===== src/common/rcs_consts.svh =====
// register offsets, command codes, field positions and counts of the command sequencer
`ifndef RCS_CONSTS_SVH
`define RCS_CONSTS_SVH
`define RCS_A_CMD 8'h00
`define RCS_A_FRAME 8'h04
`define RCS_A_MODE 8'h08
`define RCS_A_SELF 8'h0c
`define RCS_A_CRC 8'h10
`define RCS_A_FIFO 8'h14
`define RCS_A_LEVEL 8'h18
`define RCS_A_STAT 8'h1c
`define RCS_OP_IDLE 4'h0
`define RCS_OP_MEM 4'h1
`define RCS_OP_RNG 4'h2
`define RCS_OP_CRC 4'h3
`define RCS_OP_TX 4'h4
`define RCS_OP_KEEP 4'h7
`define RCS_OP_RX 4'h8
`define RCS_OP_TRX 4'hc
`define RCS_OP_AUTH 4'he
`define RCS_OP_SRST 4'hf
`define RCS_SLEEP_POS 4
`define RCS_LAUNCH_POS 7
`define RCS_SELF_ON 4'h9
`define RCS_BUF_LEN 25
`define RCS_RNG_LEN 10
`define RCS_AUTH_LEN 12
`define RCS_TEST_LEN 8
`define RCS_FIFO_DEPTH 64
`define RCS_PRESET0 16'h0000
`define RCS_PRESET1 16'h5555
`define RCS_PRESET2 16'haaaa
`define RCS_PRESET3 16'hffff
`define RCS_CRC_POLY 16'h1021
`define RCS_RNG_SEED 16'h0001
`define RCS_RNG_TAPS 16'hb400
`endif


===== src/common/rcs_pkg.sv =====
// types shared by the command sequencer files
package rcs_pkg;
  // sequencer states
  typedef enum logic [3:0] {
    S_IDLE, S_MEM_IN, S_MEM_OUT, S_RNG, S_CRC, S_TEST, S_TX,
    S_TRX_WAIT, S_TRX_TX, S_TRX_RX, S_RX, S_AUTH_ARGS, S_AUTH_RUN
  } rcs_state_t;
  // apb request from the master
  typedef struct packed {
    logic psel;
    logic penable;
    logic pwrite;
    logic [7:0] paddr;
    logic [31:0] pwdata;
  } rcs_apb_req_t;
  // outbound byte toward transmitter or authentication engine
  typedef struct packed {
    logic auth;
    logic [7:0] data;
  } rcs_strm_t;
endpackage


===== src/hdl/rcs_crc.sv =====
// byte-wide crc coprocessor with preset load
`timescale 1ns/1ps
`include "rcs_consts.svh"
module rcs_crc (
  // clock and reset
  input wire logic clk_i,
  input wire logic rstn_i,
  // control and data
  input wire logic init_i,
  input wire logic [15:0] preset_i,
  input wire logic en_i,
  input wire logic [7:0] data_i,
  // running checksum
  output logic [15:0] crc_o
);
  logic [15:0] crc_reg;
  logic [15:0] crc_next;

  // one byte folded in per cycle, msb first
  always_comb begin
    logic [15:0] c;
    c = crc_reg;
    for (int i = 7; i >= 0; i--) begin
      c = (c[15] ^ data_i[i]) ? ((c << 1) ^ `RCS_CRC_POLY) : (c << 1);
    end
    crc_next = c;
  end

  // init wins over a byte in the same cycle
  always_ff @(posedge clk_i) begin
    if (!rstn_i) begin
      crc_reg <= 16'h0000;
    end else if (init_i) begin
      crc_reg <= preset_i;
    end else if (en_i) begin
      crc_reg <= crc_next;
    end
  end

  assign crc_o = crc_reg;
endmodule


===== src/hdl/rcs_rng.sv =====
// free-running lfsr used as random byte source
`timescale 1ns/1ps
`include "rcs_consts.svh"
module rcs_rng (
  // clock and reset
  input wire logic clk_i,
  input wire logic rstn_i,
  // current random byte
  output logic [7:0] byte_o
);
  logic [15:0] lfsr_reg;

  // runs every cycle so the value depends on when the command lands
  always_ff @(posedge clk_i) begin
    if (!rstn_i) begin
      lfsr_reg <= `RCS_RNG_SEED;
    end else begin
      lfsr_reg <= (lfsr_reg >> 1) ^ (lfsr_reg[0] ? `RCS_RNG_TAPS : 16'h0000);
    end
  end

  assign byte_o = lfsr_reg[7:0];
endmodule


===== src/hdl/rcs_top.sv =====
// command sequencer of the reader frontend with apb registers and fifo
`timescale 1ns/1ps
`include "rcs_consts.svh"
// Operation
// - command code written selects the operation
// - arguments and data pass through the fifo
// - stream ops start at once; transceive waits launch
// - fixed-argument op waits for all argument bytes
// - starting an op never clears the fifo
// - new command code aborts running operation, except 0111 and reserved codes
// - code 0000 idles and cancels
// - code 0001 moves 25 fifo bytes to buffer
// - empty fifo: buffer copied back into fifo
// - buffer survives hard power-down reset
// - buffer transfer ends itself, back to idle
// - code 0010 writes 10 random bytes to buffer
// - random generation ends itself, back to idle
// - code 0011 feeds fifo bytes into crc
// - empty fifo never ends crc computation
// - crc preset loaded when crc op starts
// - self-check value turns crc op into self test
// - code 0100 transmits fifo contents
// - code 0111 keeps running op, updates sleep
// - 1000 receives; 1100 transmits then receives
// - code 1110 runs card authentication
// - software reset clears registers, keeps buffer
module rcs_top #(
  parameter int DEPTH = `RCS_FIFO_DEPTH
) (
  // clock and reset
  input wire logic clk_i,
  input wire logic rstn_i,
  // apb slave
  input wire rcs_pkg::rcs_apb_req_t apb_i,
  output logic [31:0] prdata_o,
  output logic pready_o,
  output logic pslverr_o,
  // outbound byte stream
  output rcs_pkg::rcs_strm_t out_o,
  output logic out_valid_o,
  input wire logic out_ready_i,
  // transmitter and receiver
  output logic tx_start_o,
  output logic rx_on_o,
  input wire logic [7:0] rx_data_i,
  input wire logic rx_valid_i,
  input wire logic rx_end_i,
  // authentication engine
  output logic auth_start_o,
  input wire logic auth_done_i,
  // power control
  output logic sleep_o
);
  import rcs_pkg::*;

  localparam int CW = $clog2(DEPTH + 1);
  localparam int PW = $clog2(DEPTH);

  // elaboration check on the fifo shape
  if (DEPTH < 2 || DEPTH > 256 || (DEPTH & (DEPTH - 1)) != 0) begin : g_chk
    $error("fifo depth must be a power of two from 2 to 256");
  end

  // soft reset acts in the cycle after its code is written
  logic srst_reg;
  wire rst = !rstn_i || srst_reg;

  // apb phase decode
  logic pready_reg;
  wire setup = apb_i.psel && !apb_i.penable;
  wire acc = apb_i.psel && apb_i.penable && pready_reg;
  wire wr = acc && apb_i.pwrite;
  wire rd = acc && !apb_i.pwrite;
  wire a_cmd = apb_i.paddr == `RCS_A_CMD;
  wire a_frame = apb_i.paddr == `RCS_A_FRAME;
  wire a_mode = apb_i.paddr == `RCS_A_MODE;
  wire a_self = apb_i.paddr == `RCS_A_SELF;
  wire a_crc = apb_i.paddr == `RCS_A_CRC;
  wire a_fifo = apb_i.paddr == `RCS_A_FIFO;
  wire a_level = apb_i.paddr == `RCS_A_LEVEL;
  wire a_stat = apb_i.paddr == `RCS_A_STAT;
  wire mapped = a_cmd | a_frame | a_mode | a_self | a_crc | a_fifo | a_level | a_stat;

  // command decode; unknown and reserved codes start nothing
  wire [3:0] wcode = apb_i.pwdata[3:0];
  wire cmd_wr = wr && a_cmd;
  wire code_ok = (wcode == `RCS_OP_IDLE) | (wcode == `RCS_OP_MEM) | (wcode == `RCS_OP_RNG)
    | (wcode == `RCS_OP_CRC) | (wcode == `RCS_OP_TX) | (wcode == `RCS_OP_RX)
    | (wcode == `RCS_OP_TRX) | (wcode == `RCS_OP_AUTH) | (wcode == `RCS_OP_SRST);
  wire cmd_go = cmd_wr && code_ok;

  // software-visible control
  logic sleep_reg;
  logic [1:0] mode_reg;
  logic [3:0] self_reg;
  logic launch_reg;
  logic launch_use;
  wire launch_set = wr && a_frame && apb_i.pwdata[`RCS_LAUNCH_POS];

  // fifo storage and pointers
  logic [7:0] fifo_mem [DEPTH];
  logic [PW-1:0] wp_reg;
  logic [PW-1:0] rp_reg;
  logic [CW-1:0] cnt_reg;
  wire fifo_empty = cnt_reg == '0;
  wire fifo_full = cnt_reg == CW'(DEPTH);
  wire [7:0] fifo_head = fifo_mem[rp_reg];

  // host and device share one push and one pop port, host first
  logic dpush_req;
  logic dpop_req;
  logic [7:0] dpush_data;
  wire hpush = wr && a_fifo && !fifo_full;
  wire hpop = rd && a_fifo && !fifo_empty;
  wire dpush = dpush_req && !hpush && !fifo_full;
  wire dpop = dpop_req && !hpop && !fifo_empty;
  wire push = hpush || dpush;
  wire pop = hpop || dpop;
  wire [7:0] push_data = hpush ? apb_i.pwdata[7:0] : dpush_data;

  // sequencer
  rcs_state_t state_reg;
  rcs_state_t state_next;
  logic [4:0] idx_reg;
  logic [4:0] idx_next;
  logic [7:0] buf_mem [`RCS_BUF_LEN];
  logic buf_we;
  logic [7:0] buf_wd;
  logic crc_init;
  logic crc_en;
  logic [7:0] crc_din;
  logic [15:0] crc_val;
  logic [7:0] rng_byte;
  logic load_out;
  logic start_tx;
  logic start_auth;
  rcs_strm_t out_reg;
  logic out_valid_reg;
  logic tx_start_reg;
  logic rx_on_reg;
  logic auth_start_reg;

  // crc preset select
  wire [15:0] preset_val = (mode_reg == 2'd0) ? `RCS_PRESET0 :
                           (mode_reg == 2'd1) ? `RCS_PRESET1 :
                           (mode_reg == 2'd2) ? `RCS_PRESET2 : `RCS_PRESET3;
  wire self_on = self_reg == `RCS_SELF_ON;
  wire rx_state = (state_next == S_RX) || (state_next == S_TRX_RX);

  // running operation shown back in the command field
  function automatic logic [3:0] op_code(rcs_state_t s);
    case (s)
      S_MEM_IN, S_MEM_OUT: op_code = `RCS_OP_MEM;
      S_RNG: op_code = `RCS_OP_RNG;
      S_CRC, S_TEST: op_code = `RCS_OP_CRC;
      S_TX: op_code = `RCS_OP_TX;
      S_RX: op_code = `RCS_OP_RX;
      S_TRX_WAIT, S_TRX_TX, S_TRX_RX: op_code = `RCS_OP_TRX;
      S_AUTH_ARGS, S_AUTH_RUN: op_code = `RCS_OP_AUTH;
      default: op_code = `RCS_OP_IDLE;
    endcase
  endfunction

  // state machine next-state and strobes
  always_comb begin
    state_next = state_reg;
    idx_next = idx_reg;
    dpush_req = 1'b0;
    dpush_data = 8'h00;
    dpop_req = 1'b0;
    buf_we = 1'b0;
    buf_wd = 8'h00;
    crc_init = 1'b0;
    crc_en = 1'b0;
    crc_din = 8'h00;
    load_out = 1'b0;
    start_tx = 1'b0;
    start_auth = 1'b0;
    launch_use = 1'b0;
    case (state_reg)
      S_MEM_IN: begin
        // waits for each byte while the fifo is short
        dpop_req = 1'b1;
        if (dpop) begin
          buf_we = 1'b1;
          buf_wd = fifo_head;
          idx_next = idx_reg + 5'd1;
          if (idx_reg == 5'(`RCS_BUF_LEN - 1)) state_next = S_IDLE;
        end
      end
      S_MEM_OUT: begin
        dpush_req = 1'b1;
        dpush_data = buf_mem[idx_reg];
        if (dpush) begin
          idx_next = idx_reg + 5'd1;
          if (idx_reg == 5'(`RCS_BUF_LEN - 1)) state_next = S_IDLE;
        end
      end
      S_RNG: begin
        buf_we = 1'b1;
        buf_wd = rng_byte;
        idx_next = idx_reg + 5'd1;
        if (idx_reg == 5'(`RCS_RNG_LEN - 1)) state_next = S_IDLE;
      end
      S_CRC: begin
        // no end on empty fifo; only a new command leaves
        dpop_req = 1'b1;
        crc_en = dpop;
        crc_din = fifo_head;
      end
      S_TEST: begin
        // self test: checksum of a counting pattern, one result byte each
        dpush_req = 1'b1;
        dpush_data = crc_val[7:0];
        crc_din = {3'h0, idx_reg};
        if (dpush) begin
          crc_en = 1'b1;
          idx_next = idx_reg + 5'd1;
          if (idx_reg == 5'(`RCS_TEST_LEN - 1)) state_next = S_IDLE;
        end
      end
      S_TX, S_TRX_TX: begin
        // one byte in flight; ends when the fifo runs dry
        dpop_req = !out_valid_reg;
        load_out = dpop;
        if (fifo_empty && !out_valid_reg) begin
          state_next = (state_reg == S_TX) ? S_IDLE : S_TRX_RX;
        end
      end
      S_TRX_WAIT: begin
        if (launch_reg) begin
          launch_use = 1'b1;
          start_tx = 1'b1;
          state_next = S_TRX_TX;
        end
      end
      S_RX, S_TRX_RX: begin
        // bytes lost when the fifo is full
        dpush_req = rx_valid_i;
        dpush_data = rx_data_i;
        if (rx_end_i) state_next = (state_reg == S_RX) ? S_IDLE : S_TRX_WAIT;
      end
      S_AUTH_ARGS: begin
        dpop_req = !out_valid_reg && (idx_reg < 5'(`RCS_AUTH_LEN));
        load_out = dpop;
        if (dpop) idx_next = idx_reg + 5'd1;
        if (idx_reg == 5'(`RCS_AUTH_LEN) && !out_valid_reg) begin
          start_auth = 1'b1;
          state_next = S_AUTH_RUN;
        end
      end
      S_AUTH_RUN: begin
        if (auth_done_i) state_next = S_IDLE;
      end
      default: state_next = S_IDLE;
    endcase
    // a new code aborts whatever ran, fifo left as it is
    if (cmd_go) begin
      idx_next = 5'd0;
      dpush_req = 1'b0;
      dpop_req = 1'b0;
      buf_we = 1'b0;
      load_out = 1'b0;
      crc_en = 1'b0;
      start_auth = 1'b0;
      launch_use = 1'b0;
      start_tx = 1'b0;
      case (wcode)
        `RCS_OP_MEM: state_next = fifo_empty ? S_MEM_OUT : S_MEM_IN;
        `RCS_OP_RNG: state_next = S_RNG;
        `RCS_OP_CRC: begin
          crc_init = 1'b1;
          state_next = self_on ? S_TEST : S_CRC;
        end
        `RCS_OP_TX: begin
          start_tx = 1'b1;
          state_next = S_TX;
        end
        `RCS_OP_RX: state_next = S_RX;
        `RCS_OP_TRX: state_next = S_TRX_WAIT;
        `RCS_OP_AUTH: state_next = S_AUTH_ARGS;
        default: state_next = S_IDLE;
      endcase
    end
  end

  // sequencer registers
  always_ff @(posedge clk_i) begin
    if (rst) begin
      state_reg <= S_IDLE;
      idx_reg <= 5'd0;
    end else begin
      state_reg <= state_next;
      idx_reg <= idx_next;
    end
  end

  // soft reset pulse, cleared only by itself or the pin reset
  always_ff @(posedge clk_i) begin
    if (!rstn_i) begin
      srst_reg <= 1'b0;
    end else begin
      srst_reg <= cmd_go && (wcode == `RCS_OP_SRST);
    end
  end

  // internal buffer: no reset at all, so it survives every reset
  always_ff @(posedge clk_i) begin
    if (buf_we) buf_mem[idx_reg] <= buf_wd;
  end

  // fifo storage
  always_ff @(posedge clk_i) begin
    if (push) fifo_mem[wp_reg] <= push_data;
  end

  // fifo pointers; never cleared by a command start
  always_ff @(posedge clk_i) begin
    if (rst) begin
      wp_reg <= '0;
      rp_reg <= '0;
      cnt_reg <= '0;
    end else begin
      wp_reg <= wp_reg + PW'(push);
      rp_reg <= rp_reg + PW'(pop);
      cnt_reg <= cnt_reg + CW'(push) - CW'(pop);
    end
  end

  // control registers; launch set beats its own clear
  always_ff @(posedge clk_i) begin
    if (rst) begin
      sleep_reg <= 1'b0;
      mode_reg <= 2'd0;
      self_reg <= 4'h0;
      launch_reg <= 1'b0;
    end else begin
      if (cmd_wr) sleep_reg <= apb_i.pwdata[`RCS_SLEEP_POS];
      if (wr && a_mode) mode_reg <= apb_i.pwdata[1:0];
      if (wr && a_self) self_reg <= apb_i.pwdata[3:0];
      launch_reg <= launch_set || (launch_reg && !launch_use);
    end
  end

  // outbound stream and start strobes
  always_ff @(posedge clk_i) begin
    if (rst) begin
      out_reg <= '0;
      out_valid_reg <= 1'b0;
      tx_start_reg <= 1'b0;
      rx_on_reg <= 1'b0;
      auth_start_reg <= 1'b0;
    end else begin
      if (load_out) begin
        out_reg <= '{auth: (state_reg == S_AUTH_ARGS), data: fifo_head};
        out_valid_reg <= 1'b1;
      end else if (out_ready_i) begin
        out_valid_reg <= 1'b0;
      end
      tx_start_reg <= start_tx;
      rx_on_reg <= rx_state;
      auth_start_reg <= start_auth;
    end
  end

  // read data mux
  wire [31:0] rd_mux =
    a_cmd ? {27'h0, sleep_reg, op_code(state_reg)} :
    a_frame ? {24'h0, launch_reg, 7'h00} :
    a_mode ? {30'h0, mode_reg} :
    a_self ? {28'h0, self_reg} :
    a_crc ? {16'h0, crc_val} :
    a_fifo ? {24'h0, fifo_empty ? 8'h00 : fifo_head} :
    a_level ? {{(32 - CW){1'b0}}, cnt_reg} :
    a_stat ? {28'h0, state_reg} : 32'h0;

  // apb answer: ready in the first access cycle
  logic [31:0] prdata_reg;
  logic pslverr_reg;
  always_ff @(posedge clk_i) begin
    if (rst) begin
      pready_reg <= 1'b0;
      pslverr_reg <= 1'b0;
      prdata_reg <= 32'h0;
    end else begin
      pready_reg <= setup;
      pslverr_reg <= setup && !mapped;
      if (setup) prdata_reg <= rd_mux;
    end
  end

  // crc coprocessor
  rcs_crc u_crc (
    .clk_i(clk_i),
    .rstn_i(!rst),
    .init_i(crc_init),
    .preset_i(preset_val),
    .en_i(crc_en),
    .data_i(crc_din),
    .crc_o(crc_val)
  );

  // random source
  rcs_rng u_rng (
    .clk_i(clk_i),
    .rstn_i(!rst),
    .byte_o(rng_byte)
  );

  assign prdata_o = prdata_reg;
  assign pready_o = pready_reg;
  assign pslverr_o = pslverr_reg;
  assign out_o = out_reg;
  assign out_valid_o = out_valid_reg;
  assign tx_start_o = tx_start_reg;
  assign rx_on_o = rx_on_reg;
  assign auth_start_o = auth_start_reg;
  assign sleep_o = sleep_reg;

  // checks
  property p_idle;
    @(posedge clk_i) disable iff (rst) cmd_go && wcode == `RCS_OP_IDLE |=> state_reg == S_IDLE;
  endproperty
  a_idle: assert property (p_idle) else $error("idle code did not idle");
  property p_abort;
    @(posedge clk_i) disable iff (rst) cmd_go |=> idx_reg == 5'd0 && !auth_start_o;
  endproperty
  a_abort: assert property (p_abort) else $error("abort did not restart");
  property p_mem_dir;
    @(posedge clk_i) disable iff (rst)
      cmd_go && wcode == `RCS_OP_MEM |=> state_reg == ($past(fifo_empty) ? S_MEM_OUT : S_MEM_IN);
  endproperty
  a_mem_dir: assert property (p_mem_dir) else $error("wrong buffer direction");
  property p_mem_end;
    @(posedge clk_i) disable iff (rst)
      state_reg == S_MEM_IN && dpop && idx_reg == 5'd24 && !cmd_go |=> state_reg == S_IDLE;
  endproperty
  a_mem_end: assert property (p_mem_end) else $error("buffer store did not end");
  property p_auth_wait;
    @(posedge clk_i) disable iff (rst) state_reg == S_AUTH_ARGS && idx_reg < 5'd12 |=> !auth_start_o;
  endproperty
  a_auth_wait: assert property (p_auth_wait) else $error("auth started early");
  property p_launch;
    @(posedge clk_i) disable iff (rst)
      state_reg == S_TRX_WAIT && !launch_reg && !cmd_go |=> state_reg == S_TRX_WAIT && !tx_start_o;
  endproperty
  a_launch: assert property (p_launch) else $error("transmit without launch");
  property p_keep;
    @(posedge clk_i) disable iff (rst)
      cmd_wr && wcode == `RCS_OP_KEEP && state_reg == S_CRC |=> state_reg == S_CRC;
  endproperty
  a_keep: assert property (p_keep) else $error("keep code changed the op");
  property p_preset;
    @(posedge clk_i) disable iff (rst)
      cmd_go && wcode == `RCS_OP_CRC |=> crc_val == $past(preset_val);
  endproperty
  a_preset: assert property (p_preset) else $error("crc preset not loaded");
  property p_fifo_kept;
    @(posedge clk_i) disable iff (rst) cmd_go |=> cnt_reg == $past(cnt_reg);
  endproperty
  a_fifo_kept: assert property (p_fifo_kept) else $error("fifo touched at start");
  property p_rng_end;
    @(posedge clk_i) disable iff (rst) $rose(state_reg == S_RNG) |-> ##[1:10] state_reg != S_RNG;
  endproperty
  a_rng_end: assert property (p_rng_end) else $error("random op did not end");
  property p_crc_stay;
    @(posedge clk_i) disable iff (rst) state_reg == S_CRC && !cmd_go |=> state_reg == S_CRC;
  endproperty
  a_crc_stay: assert property (p_crc_stay) else $error("crc op ended itself");
endmodule


===== config.mk =====
export PLATFORM = sky130hd
export DESIGN_NAME = rcs_top
export DESIGN_NICKNAME = d
export VERILOG_FILES = /design/src/common/rcs_pkg.sv /design/src/hdl/rcs_crc.sv /design/src/hdl/rcs_rng.sv /design/src/hdl/rcs_top.sv
export VERILOG_INCLUDE_DIRS = /design/src /design/src/common
export SDC_FILE = /design/constraint.sdc
export NUM_CORES = 1
export LEC_CHECK = 0
export ABC_AREA = 1
export BUFFER_PORTS_ARGS = -buffer_cell sky130_fd_sc_hd__buf_4
export CORE_MARGIN = 2
export CORE_UTILIZATION = 50
export DETAILED_ROUTE_END_ITERATION = 10
export MAX_ROUTING_LAYER = met4
export PLACE_DENSITY_LB_ADDON = 0.3
export SYNTH_ARGS = -nofsm -noshare
export SYNTH_HDL_FRONTEND = slang
export SYNTH_HIERARCHICAL = 1
export SYNTH_SLANG_ARGS = --single-unit

===== constraint.sdc =====
create_clock -name clk_i -period 6.4 [get_ports clk_i]
set_input_delay 0.96 -clock clk_i [delete_from_list [all_inputs] [get_ports clk_i]]
set_output_delay 0.96 -clock clk_i [all_outputs]
set_load 0.03 [all_outputs]

==> results of run 1 <==
metrics by stage:
step,power (W),std cells,utilization [%],hold slack [ns]
detailed placement,0.00593,4124,52.4,0.396
CTS,0.0109,4277,56.5,0.410
global route,0.0111,4278,56.5,0.434
global placement,0.00593,4124,52.4,0.391
floorplan,0.00590,3281,-,0.386
finish,0.0108,4279,56.5,0.406
power groups by stage:
stage | clock network [W] | logic (W) | registers [W]
after floorplan | 0 | 0.0000494 | 0.00585
after global placement | 0 | 0.0000832 | 0.00585
after detailed placement | 0 | 0.0000827 | 0.00585
after CTS | 0.00505 | 0.0000833 | 0.00574
after global routing | 0.00526 | 0.0000901 | 0.00573
final | 0.00500 | 0.0000840 | 0.00574
cell type report:
class / count / area share [%]
diodes: 2 / 0.0129
flip-flops and latches: 821 / 60.7
inverters: 220 / 2.14
multi-input cells: 2054 / 24.8
well taps: 931 / 3.00
repair buffers: 98 / 2.09
clock inverters: 39 / 1.32
clock buffers: 114 / 5.93
final timing paths:
| kind | slack, ns | to | cells past startpoint | startpoint |
|---|---|---|---|---|
| setup reg to reg | 1.93 | buf_mem[11][6] | 9 | rp_reg[2] |
| hold reg to reg | 0.41 | u_rng/lfsr_reg[11] | 2 | u_rng/lfsr_reg[12] |
| hold / removal | 0.41 | u_rng/lfsr_reg[11] | 2 | u_rng/lfsr_reg[12] |
| setup / recovery | 1.93 | buf_mem[11][6] | 9 | rp_reg[2] |
tightest hold or removal path, cell delays in order, from the launching register on:
cell     delay, ns
dfxtp_1       0.29
nand2_1       0.04
inv_1         0.03
cell families after synthesis:
kind of cell | Yosys count | share of synthesized area [%]
flip-flops | 821 | 67.8
other | 1 | 0.0108
buffers and inverters | 406 | 4.87
XOR/XNOR | 7 | 0.176
AND/OR/NAND/NOR | 1381 | 16.2
AO/OA/AOI/OAI | 630 | 10.2
adder cells (fa/ha/maj) | 20 | 0.742
routing by layer:
layer | global-route usage (%) | up-vias | share of wire [%] | routed length, um
li1 | - | 11391 | - | -
met1 | 35.3 | 11742 | 42 | 37500
met2 | 38.4 | 961 | 46 | 41500
met3 | 4.50 | 199 | 8.1 | 7210
met4 | 9.36 | 0 | 3.5 | 3150
met5 | - | - | 0 | 0
placed cells by master, fill, tap and decap left out, types with 20 or more instances in the layout:
master,synthesis,final
clkbuf_1,104,21
nor2_1,476,475
o211ai_1,54,54
dfxtp_1,109,106
nand2_1,627,623
buf_4,24,92
nand4_1,21,21
a21oi_1,109,109
o22ai_1,79,79
inv_1,200,199
nand3_1,208,208
clkinv_1,8,20
o21ai_0,322,315
edfxtp_1,712,712
clkbuf_16,0,86
==> reports/results.ini, run 1 <==
[final_layout]
n_fill_cell = 5744
nets = 3355
max_flop_register = fifo_mem
fin_area_um2 = 38800
seq_area_um2 = 23600
area_growth_pct = 11.7
multiInputGateArea_um2 = 9630
largest_register_ffs = 512
reg_top3 = fifo_mem x512, buf_mem x200
drive_above_1_share_pct = 8.19

[clock_tree]
clk_path_buf_depth = 3
clock-sinks = 821
cts_tree = done
cts_root_buf = clkbuf_16
cts_hold_buf = 0
numCtsBuffers = 83
cts_resized = 0
postCtsSetupRepairBufs = 0
insertion_delay_ns = 0.65
cts_htree_levels = 3
clkTransAtPathRegs_ns = 0.06

[timing]
tightestPinTransition_ns = 1.21
finalSetupTns_ns = 0
clock-skew-final_ns = 0.0483
slew_violations = 0
fmax_mhz = 223
rsz0062_at_grt = false
post-route-period-util_pct = 69.9
finalSetupViolCount = 0
setup_ws_ns = 1.93
relSlewSlack_pct = 19.1
hold_viol = 0
fin_crit_ns = 4.47

[logic_synthesis]
netlist.area_leader.share_pct = 61.5
synth_common_cells = edfxtp_1, nand2_1, nor2_1, o21ai_0, nand3_1
synth_edf_count = 712
synth_top_cell_by_area = edfxtp_1
ys.flop_type = edfxtp_1
syn_area_um2 = 34800
synth_cell_types = 52
synth.most_common_cell = edfxtp_1
seq_area_frac_synth_pct = 67.8
avgSynthCellArea_um2 = 10.6
ys_seq_elements = 821
ys.warnings.count = 6
ys_top_cells_by_area = edfxtp_1, nand2_1, dfxtp_1
async_reset_ff_share_pct = 0
synthCells = 3266

[worst_setup_path]
max_stage_delay_ns = 0.96
worstPathArrival_ns = 4.74
crit_type = reg -> reg
end_kind = flop
cp_cell_sequence = buf_4 -> inv_1 -> nand2_1 -> inv_1 -> a21oi_1 -> nand2_1 -> nand3_1 -> nand2_1 -> a22o_1
startpoint_type = flop
critPathBufInv = 3
cp.required_ns = 6.66
crit_path_frequent_cell = nand2_1
crit_slowest_cell = inv_1
crit_family = buffers and inverters
path_max_fanout = 40

[floorplan]
start_util_pct = 50.6
die_x_um = 268
die_h_um = 268
row_count = 96
io_pins = 105
dieArea_um2 = 71600
fp.coreArea_um2 = 68700

[drt]
wire_per_inst_um = 20.9
drc_errors = 0
drtPass1Iterations = 6
vias_per_cell = 5.68
antenna_left = 0
drt_iter0_drc = 2801
routed_wl_um = 89400
dr_total_vias = 24293

[pwr]
p_comb_share_pct = 0.8
ir_worst_vdd_mv = 0.246
swShare_pct = 19.6
clkPwrFrac_pct = 46.2
internal_power_w = 0.00871
leakagePower_nw = 13.4
p_switching_w = 0.00212
seqPwrFrac_pct = 53.0
p_per_area_nw_per_um2 = 279

[placed_design]
pre_cts_ws_ns = 1.53
placed_cell_area_um2 = 36000
portBuffers = 64
routabilityCongestion = 0.955
hpwl_um = 54100

[grt]
grt_pass1_wl_um = 134000
grt_overflow_total = 0
grt_usage_pct = 25.6
antenna_found_initial = 1
grt_start_max_net_pins = 157
grt_pass1_vias = 22680

[status]
status = finished clean

[hold_path]
hold_class = reg -> reg

[run]
cap_violations = 0

Power figures use the tool's default switching activity.
==> run 2: changes to the inputs <==
==> constraint.sdc (replaced) <==
create_clock -name clk_i -period 4.6 [get_ports clk_i]
set_input_delay 0.69 -clock clk_i [delete_from_list [all_inputs] [get_ports clk_i]]
set_output_delay 0.69 -clock clk_i [all_outputs]
set_load 0.03 [all_outputs]
==> run 2 against run 1 <==
Via count grew 1.3%. Critical path type unchanged. Total power is 38% higher. Clock skew shrank 0.019 ns. Largest power group unchanged.
==> reports/results.ini, run 2 (synthesis gave the netlist of run 1 again) <==
[grt]
grt_pass1_wl_um = 136000  ; +1.4%
grt_usage_pct = 25.8  ; +0.16 points
antenna_found_initial = 0  ; -1
grt_start_max_net_pins = 99  ; -37%
grt_overflow_total = 0  ; unchanged
grt_pass1_vias = 23145  ; +2.1%

[clock_tree]
numCtsBuffers = 84  ; +1.2%
cts_tree = done
cts_hold_buf = 0  ; unchanged
cts_htree_levels = 3  ; unchanged
postCtsSetupRepairBufs = 0  ; unchanged
cts_resized = 0  ; unchanged
cts_root_buf = clkbuf_16
insertion_delay_ns = 0.65  ; about the same
clock-sinks = 821  ; unchanged
clkTransAtPathRegs_ns = 0.06  ; about the same
clk_path_buf_depth = 3  ; unchanged

[drt]
vias_per_cell = 5.64  ; -0.63%
routed_wl_um = 89800  ; +0.49%
drc_errors = 0  ; unchanged
drt_iter0_drc = 2750  ; -1.8%
wire_per_inst_um = 20.6  ; -1.4%
drtPass1Iterations = 6  ; unchanged
dr_total_vias = 24598  ; +1.3%
antenna_left = 0  ; unchanged

[timing]
fin_crit_ns = 3.89  ; -0.580 ns
setup_ws_ns = 0.706  ; -1.22 ns
rsz0062_at_grt = false
finalSetupViolCount = 0  ; unchanged
relSlewSlack_pct = 18.7  ; -0.44 points
fmax_mhz = 257  ; +15%
clock-skew-final_ns = 0.0296  ; -0.0187 ns
tightestPinTransition_ns = 1.22  ; +0.00197 ns
post-route-period-util_pct = 84.7  ; +15 points
slew_violations = 0  ; unchanged
hold_viol = 0  ; unchanged
finalSetupTns_ns = 0  ; unchanged

[pwr]
ir_worst_vdd_mv = 0.427  ; +74%
p_comb_share_pct = 0.8  ; about the same
seqPwrFrac_pct = 53.3  ; +0.3 points
p_switching_w = 0.00296  ; +40%
swShare_pct = 19.8  ; +0.19 points
totalPowerFinal_w = 0.0150  ; +38%
p_per_area_nw_per_um2 = 379  ; +36%
leakagePower_nw = 13.9  ; +3.4%
clkPwrFrac_pct = 46.0  ; -0.2 points
internal_power_w = 0.0120  ; +38%

[floorplan]
start_util_pct = 50.6  ; unchanged
io_pins = 105  ; unchanged
fp.coreArea_um2 = 68700  ; unchanged
dieArea_um2 = 71600  ; unchanged
row_count = 96  ; unchanged
die_h_um = 268  ; unchanged
die_x_um = 268  ; unchanged

[worst_setup_path]
worstPathArrival_ns = 4.17  ; -0.57 ns
path_max_fanout = 25  ; -38%
cp.required_ns = 4.87  ; -1.79 ns
startpoint_type = flop
end_kind = flop
crit_type = reg -> reg

[final_layout]
largest_register_ffs = 512  ; unchanged
diodes = 0  ; -2
finalNonFillerCells = 4360  ; +1.9%
n_fill_cell = 5759  ; +0.26%
nets = 3439  ; +2.5%
drive_above_1_share_pct = 10.4  ; +2.3 points
final_common_cell = edfxtp_1
final_cell_mix = edfxtp_1, nand2_1, nor2_1
area_growth_pct = 13.7
reg_top3 = fifo_mem x512, buf_mem x200
max_flop_register = fifo_mem

[placed_design]
routabilityCongestion = 0.955  ; about the same
pre_cts_ws_ns = 0.512  ; -1.02 ns
hpwl_um = 55700  ; +2.9%
portBuffers = 64  ; unchanged
placed_cells = 4207  ; +2.0%

[hold_path]
hold_class = in -> reg

[status]
status = finished clean

[run]
cap_violations = 0  ; unchanged

==> run 2: cell types whose count changed in the layout (fill, tap and decap cells not counted), moves of 3 or more <==
cell      change
clkinv_2      +6
clkbuf_2      -3
buf_12        +6
inv_6         -4
buf_4        +77
==> run 2: power groups by stage <==
stage / registers (W) / logic [W] / clock network (W)
2_1_floorplan: 0.00815 / 0.0000688 / 0
3_3_place_gp: 0.00814 / 0.000114 / 0
3_5_place_dp: 0.00814 / 0.000114 / 0
4_1_cts: 0.00798 / 0.000114 / 0.00695
5_1_grt: 0.00798 / 0.000124 / 0.00722
6_report: 0.00798 / 0.000115 / 0.00689
==> run 2: path summary, 6_finish.rpt <==
| kind | to | start | depth (start not counted) | slack, ns |
|---|---|---|---|---|
| max | buf_mem[5][6] | rp_reg[2] | 9 | 0.71 |
| min | sleep_o | apb_i[4] | 3 | 0.32 |
| max reg2reg | buf_mem[5][6] | rp_reg[2] | 9 | 0.71 |
| min reg2reg | u_rng/lfsr_reg[8] | u_rng/lfsr_reg[9] | 2 | 0.41 |
==> run 2: layout make-up <==
cell class	instances	area, um2	share of cell area [%]
multi-input combinational	2054	9630	24.4
sequential	821	23600	59.7
inverter	220	832	2.11
timing repair buffer	181	1510	3.82
clock inverter	44	529	1.34
tap	931	1160	2.95
clock buffer	109	2270	5.74
==> run 2: per-stage QoR <==
step | cell area (um2) | utilization [%] | hold slack [ns]
global route | 39500 | 57.5 | 0.320
detailed placement | 36700 | 53.4 | 0.400
finish | 39500 | 57.5 | 0.318
floorplan | 34800 | - | 0.386
global placement | 36700 | 53.4 | 0.391
CTS | 39500 | 57.5 | 0.306
==> run 2: critical path: stages (launching register included) <==
cell and delay [ns]:
dfxtp_1 0.32, inv_1 0.08, nand2_1 0.38, inv_1 0.59, buf_4 0.34, a21oi_1 0.10
nand3_1 0.13, nand3_1 0.24, nand2_1 0.39, a22o_1 0.93
==> run 2: metal layers <==
metal / part of all wire [%] / track usage (%) / vias up
met4: 3.3 / 8.95 / 0
met1: 42 / 34.8 / 11874
li1: - / - / 11563
met3: 7.1 / 3.60 / 184
met2: 48 / 40.3 / 977
met5: 0 / - / -
